[config.mk]
export PLATFORM = sky130hd
export DESIGN_NAME = debug_status_frame_tx
export DESIGN_NICKNAME = d
export VERILOG_FILES = /design/src/common/dbg_frame_pkg.sv /design/src/hw/serial_byte_tx.sv /design/src/hw/debug_status_frame_tx.sv
export VERILOG_INCLUDE_DIRS = /design/src /design/src/common
export SDC_FILE = /design/constraint.sdc
export NUM_CORES = 1
export LEC_CHECK = 0
export ABC_AREA = 1
export ABC_CLOCK_PERIOD_IN_PS = 9200
export BUFFER_PORTS_ARGS = -buffer_cell sky130_fd_sc_hd__buf_4
export CORE_AREA = 2 2 297 299
export DETAILED_ROUTE_END_ITERATION = 16
export DIE_AREA = 0 0 299 301
export GPL_TIMING_DRIVEN = 1
export PLACE_DENSITY_LB_ADDON = 0.08
export SLEW_MARGIN = 30
export SYNTH_ARGS = -nofsm -noshare
export SYNTH_HDL_FRONTEND = slang
export SYNTH_HIERARCHICAL = 1
export SYNTH_SLANG_ARGS = --single-unit
[constraint.sdc]
create_clock -name clk_i -period 9.2 [get_ports clk_i]
set_input_delay 0.92 -clock clk_i [delete_from_list [all_inputs] [get_ports clk_i]]
set_output_delay 0.92 -clock clk_i [all_outputs]
set_load 0.005 [all_outputs]
[src/common/dbg_frame_defs.svh]
`ifndef DBG_FRAME_DEFS_SVH
`define DBG_FRAME_DEFS_SVH

// timing
`define CLK_HZ 10000000
`define BAUD_RATE 115200
`define BIT_CYCLES (`CLK_HZ / `BAUD_RATE)

// frame layout
`define FRAME_LAST 7'h6a
`define HDR0 8'h0d
`define HDR1 8'h0a
`define HDR2 8'h80
`define TAIL_BYTE 8'hff
`define MARK_SUPPLY 8'h01
`define MARK_GROUND 8'h02
`define RAW_FIRST 7'h06
`define BASE_FIRST 7'h28
`define DIFF_FIRST 7'h4a

// self-test thresholds
`define CP_HIGH_PF 8'h28
`define CMOD_LOW_TENTHS 8'h0a
`define CMOD_HIGH_TENTHS 8'h28
`define CMOD_IN_RANGE 8'h00
`define CMOD_ABOVE 8'h01
`define CMOD_BELOW 8'h02

// register map, byte addresses
`define ADR_CTRL 8'h00
`define ADR_STATUS 8'h04
`define ADR_FWREV 8'h08
`define ADR_DIAG 8'h0c
`define CTRL_RESET 1'b1
`define FWREV_RESET 8'h01

`endif

[src/common/dbg_frame_pkg.sv]
`default_nettype none
package dbg_frame_pkg;
    typedef enum logic [1:0] {
        FR_IDLE,
        FR_LOAD,
        FR_SEND
    } frame_state_t;
    typedef enum logic [1:0] {
        TX_IDLE,
        TX_START,
        TX_DATA,
        TX_STOP
    } tx_state_t;
endpackage
`default_nettype wire

[src/hw/serial_byte_tx.sv]
`include "dbg_frame_defs.svh"
`default_nettype none
module serial_byte_tx (
    // clock and reset
    input wire logic clk_i,
    input wire logic rst_n_i,
    // byte handshake
    input wire logic [7:0] data_i,
    input wire logic valid_i,
    output logic ready_o,
    // line
    output logic txd_o
);
    localparam logic [7:0] BIT_LAST = 8'(`BIT_CYCLES - 1);

    dbg_frame_pkg::tx_state_t state_reg;
    logic [7:0] shift_reg;
    logic [7:0] tick_reg;
    logic [2:0] bit_reg;

    // character sequencer: start, eight data lsb first, stop
    always_ff @(posedge clk_i or negedge rst_n_i) begin
        if (!rst_n_i) begin
            state_reg <= dbg_frame_pkg::TX_IDLE;
            shift_reg <= 8'h00;
            tick_reg <= 8'h00;
            bit_reg <= 3'h0;
            txd_o <= 1'b1;
        end else begin
            case (state_reg)
                dbg_frame_pkg::TX_IDLE: begin
                    txd_o <= 1'b1;
                    if (valid_i) begin
                        shift_reg <= data_i;
                        tick_reg <= 8'h00;
                        txd_o <= 1'b0; // start bit
                        state_reg <= dbg_frame_pkg::TX_START;
                    end
                end
                dbg_frame_pkg::TX_START: begin
                    if (tick_reg == BIT_LAST) begin
                        tick_reg <= 8'h00;
                        bit_reg <= 3'h0;
                        txd_o <= shift_reg[0]; // lsb first
                        state_reg <= dbg_frame_pkg::TX_DATA;
                    end else begin
                        tick_reg <= tick_reg + 8'h01;
                    end
                end
                dbg_frame_pkg::TX_DATA: begin
                    if (tick_reg == BIT_LAST) begin
                        tick_reg <= 8'h00;
                        if (bit_reg == 3'h7) begin
                            txd_o <= 1'b1; // stop bit
                            state_reg <= dbg_frame_pkg::TX_STOP;
                        end else begin
                            bit_reg <= bit_reg + 3'h1;
                            txd_o <= shift_reg[bit_reg + 3'h1];
                        end
                    end else begin
                        tick_reg <= tick_reg + 8'h01;
                    end
                end
                dbg_frame_pkg::TX_STOP: begin
                    if (tick_reg == BIT_LAST) begin
                        tick_reg <= 8'h00;
                        state_reg <= dbg_frame_pkg::TX_IDLE;
                    end else begin
                        tick_reg <= tick_reg + 8'h01;
                    end
                end
                default: state_reg <= dbg_frame_pkg::TX_IDLE;
            endcase
        end
    end

    assign ready_o = (state_reg == dbg_frame_pkg::TX_IDLE);
endmodule
`default_nettype wire

[src/hw/debug_status_frame_tx.sv]
// Function
// - with debug strap set, frames leave serially at about 115200 baud.
// - frame opens with 0x0d, 0x0a, 0x80, version byte, parasitics of buttons 0, 1.
// - bytes 6..25 hold raw counts of buttons 0..9, high byte first.
// - byte 29 pair 0-1 noise ratio, byte 31 pair 2-3; 28 and 30 zero.
// - bytes 32-33 supply-short mask high first, then 0x00 0x01 0x00.
// - byte 37 touch of buttons 8-9, byte 38 zero, byte 39 buttons 0-7.
// - bytes 40..59 hold baselines of buttons 0..9, high byte first.
// - bytes 60..62 hold parasitics of buttons 4, 5, 6 in picofarads.
// - bytes 66-67 ground-short mask high first, then 0x00 0x02.
// - byte 70 compensated current setting, byte 71 outputs 8-9.
// - byte 72 zero, byte 73 outputs 0-7.
// - bytes 74..93 hold difference counts of buttons 0..9, high first.
// - bytes 94..96 parasitics of buttons 7, 8, 9; byte 98 zero.
// - byte 99 range code, 100-101 neighbour short, 102-103 high parasitic.
// - frame ends with 0x00 then 0xff, 0xff at 104..106.
// - self-test results land in four diagnostic fields; the high parasitic field follows live parasitic values.
// - supply mask low byte buttons 7..0, high bits 1,0 buttons 9,8.
// - ground mask uses the same mapping, one means shorted to ground.
// - range code 0 within 1..4 nF, 1 above 4 nF, 2 below 1 nF.
// - neighbour short mask uses same mapping, one means shorted to another.
// - high parasitic mask bits 5,4 of high byte; set above 40 pF.
//
// The register offsets and register access over Wishbone were decided locally.
`include "dbg_frame_defs.svh"
`default_nettype none
module debug_status_frame_tx (
    // clock and reset
    input wire logic clk_i,
    input wire logic rst_n_i,
    // wishbone slave
    input wire logic wb_cyc_i,
    input wire logic wb_stb_i,
    input wire logic wb_we_i,
    input wire logic [7:0] wb_adr_i,
    input wire logic [3:0] wb_sel_i,
    input wire logic [31:0] wb_dat_i,
    output logic [31:0] wb_dat_o,
    output logic wb_ack_o,
    // strap and sensing state
    input wire logic debug_strap_i,
    input wire logic [159:0] button_raw_value_i,
    input wire logic [159:0] button_baseline_value_i,
    input wire logic [159:0] button_difference_value_i,
    input wire logic [79:0] button_parasitic_value_i,
    input wire logic [39:0] button_pair_noise_ratio_i,
    input wire logic [9:0] touch_status_i,
    input wire logic [9:0] output_state_flags_i,
    input wire logic [7:0] compensated_current_setting_i,
    // self-test results
    input wire logic power_on_self_test_done_i,
    input wire logic [9:0] supply_short_i,
    input wire logic [9:0] ground_short_i,
    input wire logic [9:0] neighbor_short_i,
    input wire logic [7:0] cmod_tenths_nf_i,
    // delay pin
    output logic serial_o,
    output logic serial_oe_o
);
    dbg_frame_pkg::frame_state_t state_reg;
    logic strap_reg;
    logic strap_done_reg;
    logic enable_reg;
    logic [7:0] firmware_version_byte_reg;
    logic [6:0] index_reg;
    logic [15:0] frame_count_reg;
    logic [159:0] raw_reg;
    logic [159:0] base_reg;
    logic [159:0] diff_reg;
    logic [79:0] cp_reg;
    logic [39:0] snr_reg;
    logic [9:0] touch_reg;
    logic [9:0] outs_reg;
    logic [7:0] idac_reg;
    logic [9:0] supply_mask_reg;
    logic [9:0] ground_mask_reg;
    logic [9:0] neighbor_short_mask_reg;
    logic [9:0] high_parasitic_mask_reg;
    logic [7:0] modulator_cap_range_code_reg;
    logic [7:0] tx_byte;
    logic tx_valid;
    logic tx_ready;
    logic tx_line;
    logic sent;
    logic active;
    logic access;

    // pick one byte of a ten-word array, high byte on even offsets
    function automatic logic [7:0] word_byte(input logic [159:0] vec, input logic [6:0] off);
        logic [15:0] w;
        w = vec[16 * off[6:1] +: 16];
        word_byte = off[0] ? w[7:0] : w[15:8];
    endfunction

    // high byte of a ten-bit mask, buttons 9,8 at bits 1,0
    function automatic logic [7:0] mask_hi(input logic [9:0] m);
        mask_hi = {6'h00, m[9:8]};
    endfunction

    // byte at each frame position
    function automatic logic [7:0] frame_byte(input logic [6:0] i);
        frame_byte = 8'h00;
        if (i >= `RAW_FIRST && i < 7'h1a) begin
            frame_byte = word_byte(raw_reg, i - `RAW_FIRST);
        end else if (i >= `BASE_FIRST && i < 7'h3c) begin
            frame_byte = word_byte(base_reg, i - `BASE_FIRST);
        end else if (i >= `DIFF_FIRST && i < 7'h5e) begin
            frame_byte = word_byte(diff_reg, i - `DIFF_FIRST);
        end else begin
            case (i)
                7'h00: frame_byte = `HDR0;
                7'h01: frame_byte = `HDR1;
                7'h02: frame_byte = `HDR2;
                7'h03: frame_byte = firmware_version_byte_reg;
                7'h04: frame_byte = cp_reg[7:0];
                7'h05: frame_byte = cp_reg[15:8];
                7'h1a: frame_byte = cp_reg[23:16];
                7'h1b: frame_byte = cp_reg[31:24];
                7'h1d: frame_byte = snr_reg[7:0];
                7'h1f: frame_byte = snr_reg[15:8];
                7'h20: frame_byte = mask_hi(supply_mask_reg);
                7'h21: frame_byte = supply_mask_reg[7:0];
                7'h23: frame_byte = `MARK_SUPPLY;
                7'h25: frame_byte = mask_hi(touch_reg);
                7'h27: frame_byte = touch_reg[7:0];
                7'h3c: frame_byte = cp_reg[39:32];
                7'h3d: frame_byte = cp_reg[47:40];
                7'h3e: frame_byte = cp_reg[55:48];
                7'h3f: frame_byte = snr_reg[23:16];
                7'h41: frame_byte = snr_reg[31:24];
                7'h42: frame_byte = mask_hi(ground_mask_reg);
                7'h43: frame_byte = ground_mask_reg[7:0];
                7'h45: frame_byte = `MARK_GROUND;
                7'h46: frame_byte = idac_reg;
                7'h47: frame_byte = mask_hi(outs_reg);
                7'h49: frame_byte = outs_reg[7:0];
                7'h5e: frame_byte = cp_reg[63:56];
                7'h5f: frame_byte = cp_reg[71:64];
                7'h60: frame_byte = cp_reg[79:72];
                7'h61: frame_byte = snr_reg[39:32];
                7'h63: frame_byte = modulator_cap_range_code_reg;
                7'h64: frame_byte = mask_hi(neighbor_short_mask_reg);
                7'h65: frame_byte = neighbor_short_mask_reg[7:0];
                7'h66: frame_byte = {2'h0, high_parasitic_mask_reg[9:8], 4'h0};
                7'h67: frame_byte = high_parasitic_mask_reg[7:0];
                7'h69: frame_byte = `TAIL_BYTE;
                7'h6a: frame_byte = `TAIL_BYTE;
                default: frame_byte = 8'h00;
            endcase
        end
    endfunction

    // strap sampled once, the first edge after reset release
    always_ff @(posedge clk_i or negedge rst_n_i) begin
        if (!rst_n_i) begin
            strap_reg <= 1'b0;
            strap_done_reg <= 1'b0;
        end else if (!strap_done_reg) begin
            strap_reg <= debug_strap_i;
            strap_done_reg <= 1'b1;
        end
    end

    assign active = strap_reg && enable_reg;
    assign sent = tx_valid && tx_ready;
    assign tx_valid = (state_reg == dbg_frame_pkg::FR_SEND);
    always_comb tx_byte = frame_byte(index_reg);
    assign access = wb_cyc_i && wb_stb_i && !wb_ack_o;

    // self-test results captured when the test completes
    always_ff @(posedge clk_i or negedge rst_n_i) begin
        if (!rst_n_i) begin
            supply_mask_reg <= 10'h000;
            ground_mask_reg <= 10'h000;
            neighbor_short_mask_reg <= 10'h000;
            modulator_cap_range_code_reg <= `CMOD_IN_RANGE;
        end else if (power_on_self_test_done_i) begin
            supply_mask_reg <= supply_short_i;
            ground_mask_reg <= ground_short_i;
            neighbor_short_mask_reg <= neighbor_short_i;
            if (cmod_tenths_nf_i < `CMOD_LOW_TENTHS) begin
                modulator_cap_range_code_reg <= `CMOD_BELOW;
            end else if (cmod_tenths_nf_i > `CMOD_HIGH_TENTHS) begin
                modulator_cap_range_code_reg <= `CMOD_ABOVE;
            end else begin
                modulator_cap_range_code_reg <= `CMOD_IN_RANGE;
            end
        end
    end

    // high parasitic flags follow the parasitic values
    always_ff @(posedge clk_i or negedge rst_n_i) begin
        if (!rst_n_i) begin
            high_parasitic_mask_reg <= 10'h000;
        end else begin
            for (int b = 0; b < 10; b++) begin
                high_parasitic_mask_reg[b] <= button_parasitic_value_i[8 * b +: 8] > `CP_HIGH_PF;
            end
        end
    end

    // snapshot of sensing state at each frame start
    always_ff @(posedge clk_i or negedge rst_n_i) begin
        if (!rst_n_i) begin
            raw_reg <= '0;
            base_reg <= '0;
            diff_reg <= '0;
            cp_reg <= '0;
            snr_reg <= '0;
            touch_reg <= 10'h000;
            outs_reg <= 10'h000;
            idac_reg <= 8'h00;
        end else if (state_reg == dbg_frame_pkg::FR_LOAD) begin
            raw_reg <= button_raw_value_i;
            base_reg <= button_baseline_value_i;
            diff_reg <= button_difference_value_i;
            cp_reg <= button_parasitic_value_i;
            snr_reg <= button_pair_noise_ratio_i;
            touch_reg <= touch_status_i;
            outs_reg <= output_state_flags_i;
            idac_reg <= compensated_current_setting_i;
        end
    end

    // frame sequencer; a frame started is always finished
    always_ff @(posedge clk_i or negedge rst_n_i) begin
        if (!rst_n_i) begin
            state_reg <= dbg_frame_pkg::FR_IDLE;
            index_reg <= 7'h00;
            frame_count_reg <= 16'h0000;
        end else begin
            case (state_reg)
                dbg_frame_pkg::FR_IDLE: begin
                    index_reg <= 7'h00;
                    if (active) begin
                        state_reg <= dbg_frame_pkg::FR_LOAD;
                    end
                end
                dbg_frame_pkg::FR_LOAD: begin
                    state_reg <= dbg_frame_pkg::FR_SEND;
                end
                dbg_frame_pkg::FR_SEND: begin
                    if (sent) begin
                        if (index_reg == `FRAME_LAST) begin
                            index_reg <= 7'h00;
                            frame_count_reg <= frame_count_reg + 16'h0001;
                            state_reg <= active ? dbg_frame_pkg::FR_LOAD : dbg_frame_pkg::FR_IDLE;
                        end else begin
                            index_reg <= index_reg + 7'h01;
                        end
                    end
                end
                default: state_reg <= dbg_frame_pkg::FR_IDLE;
            endcase
        end
    end

    // character transmitter
    serial_byte_tx u_tx (
        .clk_i(clk_i),
        .rst_n_i(rst_n_i),
        .data_i(tx_byte),
        .valid_i(tx_valid),
        .ready_o(tx_ready),
        .txd_o(tx_line)
    );

    // delay pin driven only while debug output is strapped on
    always_ff @(posedge clk_i or negedge rst_n_i) begin
        if (!rst_n_i) begin
            serial_o <= 1'b1;
            serial_oe_o <= 1'b0;
        end else begin
            serial_o <= tx_line;
            serial_oe_o <= strap_reg;
        end
    end

    // register writes
    always_ff @(posedge clk_i or negedge rst_n_i) begin
        if (!rst_n_i) begin
            enable_reg <= `CTRL_RESET;
            firmware_version_byte_reg <= `FWREV_RESET;
        end else if (access && wb_we_i && wb_sel_i[0]) begin
            if (wb_adr_i == `ADR_CTRL) begin
                enable_reg <= wb_dat_i[0];
            end
            if (wb_adr_i == `ADR_FWREV) begin
                firmware_version_byte_reg <= wb_dat_i[7:0];
            end
        end
    end

    // bus answer one cycle after the request, unmapped reads zero
    always_ff @(posedge clk_i or negedge rst_n_i) begin
        if (!rst_n_i) begin
            wb_ack_o <= 1'b0;
            wb_dat_o <= 32'h0000_0000;
        end else begin
            wb_ack_o <= access;
            wb_dat_o <= 32'h0000_0000;
            if (access && !wb_we_i) begin
                case (wb_adr_i)
                    `ADR_CTRL: wb_dat_o <= {31'h0, enable_reg};
                    `ADR_STATUS: wb_dat_o <= {frame_count_reg, 1'b0, index_reg, 5'h00, tx_valid, active, strap_reg};
                    `ADR_FWREV: wb_dat_o <= {24'h0, firmware_version_byte_reg};
                    `ADR_DIAG: wb_dat_o <= {modulator_cap_range_code_reg[1:0], high_parasitic_mask_reg,
                        neighbor_short_mask_reg, ground_mask_reg};
                    default: wb_dat_o <= 32'h0000_0000;
                endcase
            end
        end
    end
endmodule
`default_nettype wire

==> summary.md, run 1 <==
| Metric | Value |
|---|---|
| Status | complete, no violations |
| Final period utilization | ~50% |
| Area occupied by multi-input gates | approximately 16000 µm² |
| Data arrival, critical path | approximately 5.1 ns |
| Post-route DRC violation count | 0 |
| Via density | ~5.3 |
| Post-Route Setup TNS | 0 ns |
| Largest net degree at the start of global routing | 186 |
| Relative slew margins | 29.1% |
| Total core area | 86500 µm² |
| RD Place Congestion | roughly 0.9 |
| Critical path peak fanout | slightly below 90 |
| Cell Pwr Density | 177 nW/µm² |
| Critical Path Start Type | flip-flop |
| Cts bufs inserted | 86 |
| IO Port Bufs | 724 |
| Post-route ant nets | 0 |
| Via count | slightly below 30k |
| Slew Viols, Final | 0 |
| Endpoints failing hold | 0 |
| # setup viols final | 0 |
| Dpl cells | around 5.2k |
| Sequential share of the synthesized area | a little over half |
| HP Class | primary input to asynchronous set/reset pin |
| Vias in the first global route | around 29k |
| Netlist cell types | 53 |
| Detailed Route WL | around 130000 µm |
| RSZ-0062 raised after global routing | false |
| FF+latch count, synth | 763 |
| First-pass GRT wire length | roughly 190000 µm |
| Die area | 90000 µm² |
| Setup bufs post-CTS | 0 |
| Final Net Count | ~5k |
| Initial antenna violation count | 37 |
| Insertion delay to the later sink of the worst-skew pair | 0.65 ns |
| Gr usage total | between 20% and 30% |
| Hold-fix buffers, CTS | 0 |
| Post_cts resized | 0 |
| Die Y | roughly 300 µm |
| Post-Layout Cell Count | 5418 |
| FF+latch area | approximately 19000 µm² |
| CP endpoint kind | flip-flop |
| CP Class | flip-flop to flip-flop |
| Leak | 21.1 nW |
| CTS sink cnt | 763 |
| Actual slew at the worst max-slew pin | between 1 and 1.5 ns |
| Syn Nets | approximately 4.3k |
| Syn_area_per_cell | slightly above 10 µm² |
| Synthesized area | around 36000 µm² |
| M1 wire length | ~52000 µm |
| Num rows | roughly 110 |
| H-Tree Level Count | 3 |
| Worst R2R End | u_tx/shift_reg[2]$_DFFE_PN0P_ |
| Worst-path clk slew | about 0.06 ns |
| Clock Tree Root | clkbuf_16 |
| Minimum clock period | 4.56 ns |
| DR iter-0 viols | 2003 |
| Area delta synth->final | 25.7% |
| Clock Path Buffers | 3 |
| Final Skew | between 0.02 and 0.03 ns |
| Async SR Flop Fraction | between 90% and 100% |
| Post-synth EDFFs | 0 |
| Top Layer Used | met5 |
| Met2 wire len | 65100 µm |
| Reg2Reg Depth | 14 |
| Max-Cap Viols | 0 |
| # fillers | 8115 |
| CTS tree | done |
| Met3 WL | between 7000 and 8000 µm |
| # IOs | roughly 750 |
| Dpl hpwl | around 94000 µm |
| Layout cells sized above 1 | between 30% and 40% |
| Routed wire length per instance | 23.9 µm |
| Primary FF master, synth | dfrtp_1 |
| Starting Density | approximately two fifths |
| Mapped Cells | 3531 |
| Peak Freq | 219 MHz |
| Die width | approximately 300 µm |
| Flop-to-flop setup slack | approximately 4.6 ns |
| Synth warnings | 6 |
| GRT overflow | 0 |
| Peak supply drop | approximately 0.15 mV |
| Critical Path RT | between 9 and 10 ns |
| Reg2Reg Launch Point | index_reg[1]$_DFFE_PN0P_ |
| Pre-Repair DR Iteration Count | 6 |
==> metal layers <==
| layer | vias to the layer above | track usage [%] |
|---|---|---|
| li1 | 13400 | - |
| met1 | 14500 | 34.6 |
| met2 | 830 | 48.3 |
| met3 | 216 | 6.58 |
| met4 | 40 | 9.79 |
| met5 | - | 0 |
==> synth_stat cells, types with 23 or more instances <==
library cell / n / area [µm²]
buf_2: 72 / 360
nand3_1: 234 / 1170
a21oi_1: 58 / 290
nor3_1: 23 / 115
o21ai_0: 161 / 806
inv_1: 95 / 357
dfrtp_1: 759 / 19000
mux2_2: 623 / 7020
or2_2: 23 / 144
nand2_1: 782 / 2940
nor2_1: 274 / 1030
o22ai_1: 48 / 300
o211ai_1: 50 / 375
nand4_1: 45 / 282
clkbuf_1: 97 / 364
==> how the worst max path moves through the flow <==
stage                                   startpoint                             to  slack, ns  depth (start not counted)
after CTS                 index_reg[1]$_DFFE_PN0P_  u_tx/shift_reg[4]$_DFFE_PN0P_       4.57                         14
after floorplan           index_reg[1]$_DFFE_PN0P_  u_tx/shift_reg[5]$_DFFE_PN0P_       6.19                         18
after global placement    index_reg[1]$_DFFE_PN0P_  u_tx/shift_reg[4]$_DFFE_PN0P_       4.57                         14
final                     index_reg[1]$_DFFE_PN0P_  u_tx/shift_reg[2]$_DFFE_PN0P_       4.64                         14
after detailed placement  index_reg[1]$_DFFE_PN0P_  u_tx/shift_reg[4]$_DFFE_PN0P_       4.57                         14
after global routing      index_reg[1]$_DFFE_PN0P_  u_tx/shift_reg[6]$_DFFE_PN0P_       4.33                         16
==> worst max-delay path: stages, from the launching register on <==
cell	delay, ns
dfrtp_4	0.88
inv_8	0.36
ha_2	0.67
clkinv_2	0.10
buf_4	0.76
nand3_1	0.34
nand3_1	0.23
nand4_1	0.14
nand4_1	0.26
nand2_1	0.09
nand2_1	0.08
nand2_1	0.06
nand2_1	0.09
nand2_1	0.06
mux2_2	0.25
==> cells by family after synthesis <==
kind of cell	after synthesis	synth area share, %
AOI/OAI and AO/OA	371	6.12
DFF	763	52.8
other	1	0.0104
and+or+nand+nor	1427	16.8
adders and majority gates	22	0.761
xor gates and xnor gates	23	0.702
buffers and inverters	301	3.48
muxes	623	19.4
==> cells in the final DEF, fill, tap and decap left out, types with 18 or more instances in the layout <==
| cell | count |
|---|---|
| or2_2 | 23 |
| diode_2 | 18 |
| nand4_1 | 45 |
| buf_4 | 745 |
| clkbuf_8 | 26 |
| ha_1 | 21 |
| o21ai_0 | 161 |
| nor3_1 | 23 |
| a21oi_1 | 58 |
| mux2_2 | 623 |
| nor2_2 | 21 |
| nand2_1 | 781 |
| nor2_1 | 273 |
| nand3_1 | 234 |
| o22ai_1 | 48 |
| dfrtp_1 | 755 |
| clkbuf_1 | 22 |
| inv_1 | 90 |
| clkbuf_16 | 86 |
| o211ai_1 | 50 |
==> where the power goes <==
group          switching [mW]  internal, mW
clock network            1.44          2.05
logic                   0.473         0.428
registers               0.114          3.54
==> layout make-up <==
cell class	instances	area share, %
timing repair buffer	753	12.6
clock inverter	18	0.567
clock buffer	134	5.70
antenna	18	0.0991
sequential	763	42.0
multi-input combinational	2467	34.9
tap	1155	3.18
inverter	110	0.927
==> per-stage QoR <==
stage          util, %  worst slack (ns)  instance area, µm²  hold slack (ns)  power [mW]
6_report          52.6              4.64               45500            0.339        8.05
3_3_place_gp      49.2              4.57               42500            0.378        4.60
5_1_grt           52.6              4.33               45500            0.386        8.37
3_5_place_dp      49.2              4.57               42500            0.380        4.62
2_1_floorplan        -              6.19               36200            0.354        4.11
4_1_cts           52.5              4.57               45400            0.361        8.12
No activity file was read; power rests on OpenSTA's default activity.
==> run 2: changes to the inputs <==
--- a/config.mk
+++ b/config.mk
@@ -6,12 +6,12 @@
 export SDC_FILE = /design/constraint.sdc
 export NUM_CORES = 1
 export LEC_CHECK = 0
-export ABC_AREA = 1
-export ABC_CLOCK_PERIOD_IN_PS = 9200
+export ABC_AREA = 0
+export ABC_CLOCK_PERIOD_IN_PS = 4750
 export BUFFER_PORTS_ARGS = -buffer_cell sky130_fd_sc_hd__buf_4
-export CORE_AREA = 2 2 297 299
+export CORE_AREA = 2 2 296 298
 export DETAILED_ROUTE_END_ITERATION = 16
-export DIE_AREA = 0 0 299 301
+export DIE_AREA = 0 0 298 300
 export GPL_TIMING_DRIVEN = 1
 export PLACE_DENSITY_LB_ADDON = 0.08
 export SLEW_MARGIN = 30
==> constraint.sdc (replaced) <==
create_clock -name clk_i -period 4.75 [get_ports clk_i]
set_input_delay 0.475 -clock clk_i [delete_from_list [all_inputs] [get_ports clk_i]]
set_output_delay 0.475 -clock clk_i [all_outputs]
set_load 0.005 [all_outputs]
==> run 2 against run 1 <==
Net effect:
- largest cell class unchanged
- synthesized area down 3.0%
- die area down 0.67%
- cell count down 18%
- global-route usage down 1.7 points
- critical endpoint is now u_tx/shift_reg[5]$_DFFE_PN0P_
- via count down 15%
- hold slack worse by 0.30 ns
- power up 90%
- final area down 1.5%
- sequential power up 93%
- count of clock-buffer cells in the layout down 3
- non-clock buffer count up 27
==> summary.md, run 2 <==
| Metric | Value |
|---|---|
| Initial antenna violation count | 45 (was 37) |
| Post-route ant nets | 0 (unchanged) |
| WP buf/inv | 2 (was 3) |
| CTS tree | done (unchanged) |
| Synth warnings | 6 (unchanged) |
| Crit path capture | u_tx/shift_reg[5]$_DFFE_PN0P_ (was u_tx/shift_reg[2]$_DFFE_PN0P_) |
| Dpl hpwl | 90900 µm (was 94100 µm) |
| # fillers | 7565 (was 8115) |
| Hold_ws | 0.0375 ns (was 0.339 ns) |
| Max-Cap Viols | 0 (unchanged) |
| Crit-path slowest cell | a2111oi_1 (was dfrtp_4) |
| Dpl cell area | 41800 µm² (was 42500 µm²) |
| Worst path cell trace | inv_1 > ha_1 > nor4b_2 > and2_1 > a22o_1 > a221oi_1 > nand4_1 > a2111oi_1 > buf_4 > o211ai_1 > mux2_2 (was inv_8 > ha_2 > clkinv_2 > buf_4 > nand3_1 > nand3_1 > nand4_1 > nand4_1 > nand2_1 > nand2_1 > nand2_1 > nand2_1 > nand2_1 > mux2_2) |
| CP Class | flip-flop to flip-flop (unchanged) |
| Sequential share of the synthesized area | 54.4% (was 52.8%) |
| Synth top cells by count | dfrtp_1, mux2_2, mux4_2 (was nand2_1, dfrtp_1, mux2_2) |
| Syn_area_per_cell | 14.3 µm² (was 10.2 µm²) |
| Met2 wire len | 59900 µm (was 65100 µm) |
| Die width | 298 µm (was 299 µm) |
| Actual slew at the worst max-slew pin | 0.942 ns (was 1.06 ns) |
| Peak Freq | 255 MHz (was 219 MHz) |
| Cts bufs inserted | 85 (was 86) |
| Met3 WL | 9030 µm (was 7900 µm) |
| Post_cts resized | 0 (unchanged) |
| Final Power | 15.3 mW (was 8.05 mW) |
| FF+latch count, synth | 763 (unchanged) |
| Final period utilization | 82.5% (was 49.6%) |
| Status | complete, no violations (unchanged) |
| IO Port Bufs | 724 (unchanged) |
| Mapped Cells | 2457 (was 3531) |
| Die Y | 300 µm (was 301 µm) |
| Most common cell after layout, fill and taps aside | buf_4 (was nand2_1) |
| Synth Area in Adders | 0.785% (was 0.761%) |
| Top Layer Used | met5 (unchanged) |
| Largest cells by area after synthesis | dfrtp_1, mux2_2, mux4_2, a22oi_1, mux2i_1 (was dfrtp_1, mux2_2, nand2_1, nand3_1, nor2_1) |
| Layout cells sized above 1 | 53.8% (was 37.7%) |
| Synth top area share | 54.1% (was 52.5%) |
| Starting Density | 40.7% (was 41.8%) |
| Largest net degree at the start of global routing | 160 (was 186) |
| Cell Pwr Density | 341 nW/µm² (was 177 nW/µm²) |
| Post-Layout Cell Count | 4419 (was 5418) |
| Design Area, Final | 44800 µm² (was 45500 µm²) |
| Insertion delay to the later sink of the worst-skew pair | 0.65 ns (about the same) |
| Via count | 24.5k (was 28.9k) |
| Syn Nets | 3196 (was 4270) |
| Utilization after layout | 52.0% (was 52.6%) |
| Flop-to-flop setup slack | 0.83 ns (was 4.64 ns) |
| # setup viols final | 0 (unchanged) |
| CP max stage delay | 0.55 ns (was 0.88 ns) |
| Slew Viols, Final | 0 (unchanged) |
| Reg2Reg Depth | 11 (was 14) |
| CP Depth | 11 (was 14) |
| Post-synth EDFFs | 0 (unchanged) |
| Dpl cells | 4241 (was 5247) |
| Commonest non-fill, non-tap cells in the layout | buf_4, dfrtp_1, mux2_2 (was nand2_1, dfrtp_1, buf_4) |
| Area delta synth->final | 27.7% (was 25.7%) |
| Clock Tree Root | clkbuf_16 (unchanged) |
| RD Place Congestion | 0.910 (was 0.924) |
| Worst slack, placed | 0.779 ns (was 4.57 ns) |
| First-pass GRT wire length | 174000 µm (was 188000 µm) |
| DR iter-0 viols | 1751 (was 2003) |
| Gr usage total | 26.4% (was 28.1%) |
| Detailed Route WL | 119000 µm (was 129000 µm) |
| Final Net Count | 3915 (was 4920) |
| XOR/XNOR Fraction of Synth Area | 0.667% (was 0.702%) |
| Num rows | 108 (unchanged) |
| Async SR Flop Fraction | 100% (unchanged) |
| Critical Path Start Type | flip-flop (unchanged) |
| Routed wire length per instance | 27.0 µm (was 23.9 µm) |
| H-Tree Level Count | 3 (unchanged) |
| Reg2Reg Launch Point | index_reg[1]$_DFFE_PN0P_ (unchanged) |
| Clock Path Buffers | 3 (unchanged) |
| Worst R2R End | u_tx/shift_reg[5]$_DFFE_PN0P_ (was u_tx/shift_reg[2]$_DFFE_PN0P_) |
| Worst-path clk slew | 0.06 ns (about the same) |
| Most common cell in the synthesized netlist | dfrtp_1 (was nand2_1) |
| Leak | 21.4 nW (was 21.1 nW) |
| Hold depth | 3 |
| Final Skew | 0.0136 ns (was 0.0297 ns) |
| GRT overflow | 0 (unchanged) |
| Die area | 89400 µm² (was 90000 µm²) |
| RSZ-0062 raised after global routing | false (unchanged) |
| Synth Area in Compound Gates | 5.56% (was 6.12%) |
| Hold-fix buffers, CTS | 1 (was 0) |
| Total core area | 86200 µm² (was 86500 µm²) |
| Cell taking the most area after synthesis | dfrtp_1 (unchanged) |
| Vias in the first global route | 26.3k (was 28.8k) |
| Relative slew margins | 37.0% (was 29.1%) |
| Critical path origin | index_reg[1]$_DFFE_PN0P_ (unchanged) |
| M1 wire length | 46400 µm (was 51700 µm) |
| Post-synthesis simple-gate area fraction | 5.26% (was 16.8%) |
| Endpoints failing hold | 0 (unchanged) |
| Netlist cell types | 89 (was 53) |
| Data arrival, critical path | 4.45 ns (was 5.09 ns) |
| Synthesized area | 35100 µm² (was 36200 µm²) |
| Primary FF master, synth | dfrtp_1 (unchanged) |
| Pre-Repair DR Iteration Count | 6 (unchanged) |
| Setup bufs post-CTS | 0 (unchanged) |
| CP endpoint kind | flip-flop (unchanged) |
| Largest family of logic cells by synthesized area | multiplexers (unchanged) |
| Minimum clock period | 3.92 ns (was 4.56 ns) |
| Post-Route Setup TNS | 0 ns (unchanged) |
| Post-route DRC violation count | 0 (unchanged) |
| HP Class | primary input to flip-flop (was primary input to asynchronous set/reset pin) |
| Critical path peak fanout | 11 (was 89) |
| Critical Path RT | 5.28 ns (was 9.73 ns) |
| Mux cell area share after synthesis | 30.9% (was 19.4%) |
| Peak supply drop | 0.298 mV (was 0.149 mV) |
| Via density | 5.54 (was 5.34) |
| Crit-path leading delay family | compound AO/OA/AOI/OAI gates (was simple AND/OR/NAND/NOR gates) |
| Final WS setup | 0.831 ns (was 4.64 ns) |
| CTS sink cnt | 763 (unchanged) |
| # IOs | 752 (unchanged) |
==> run 2: worst min-delay path: stages <==
cell	delay, ns
buf_4	0.08
nor2_1	0.03
nand2_1	0.06
==> run 2: kinds of logic (layout without fill, tap and decap cells) <==
kind of cell             count (synthesis)  count (layout)
AO/OA/AOI/OAI                          271             271
other                                    1              21
multiplexers                           845             845
adder cells (fa/ha/maj)                 22              22
XOR/XNOR                                25              25
AND/OR/NAND/NOR                        363             363
flip-flops                             763             763
buffers and inverters                  167             954
==> run 2: layout make-up <==
class	instances	area, µm²	area share, %
Antenna cell	20	50.0	0.112
Clock buffer	131	2550	5.70
Clock inverter	24	309	0.690
Inverter	19	71.3	0.159
Multi-Input combinational cell	1527	15200	34.0
Sequential cell	763	19100	42.7
Tap cell	1155	1450	3.23
Timing Repair Buffer	780	6040	13.5
==> run 2: worst min path at each step <==
stage                                             from                              endpoint  slack [ns]
after CTS                 button_parasitic_value_i[47]  high_parasitic_mask_reg[5]$_DFF_PN0_       0.003
after global placement          u_tx/txd_o$_DFFE_PN1P_                    serial_o$_DFF_PN1_        0.36
final                     button_parasitic_value_i[47]  high_parasitic_mask_reg[5]$_DFF_PN0_        0.04
after detailed placement        u_tx/txd_o$_DFFE_PN1P_                    serial_o$_DFF_PN1_        0.36
after floorplan                                rst_n_i               base_reg[0]$_DFFE_PN0N_        0.18
after global routing             button_raw_value_i[3]                raw_reg[3]$_DFFE_PN0N_        0.02
==> run 2: layer usage <==
layer	track usage, %	vias up
li1	-	10700
met1	32.0	12700
met2	44.8	853
met3	7.98	241
met4	8.72	54
met5	0	-
==> run 2: power by group <==
part | internal (mW) | total [mW] | leakage [nW] | switching, mW
Sequential | 6.84 | 7.08 | 10.4 | 0.233
Clock | 4.03 | 6.78 | 1.41 | 2.75
Combinational | 0.813 | 1.41 | 9.60 | 0.602
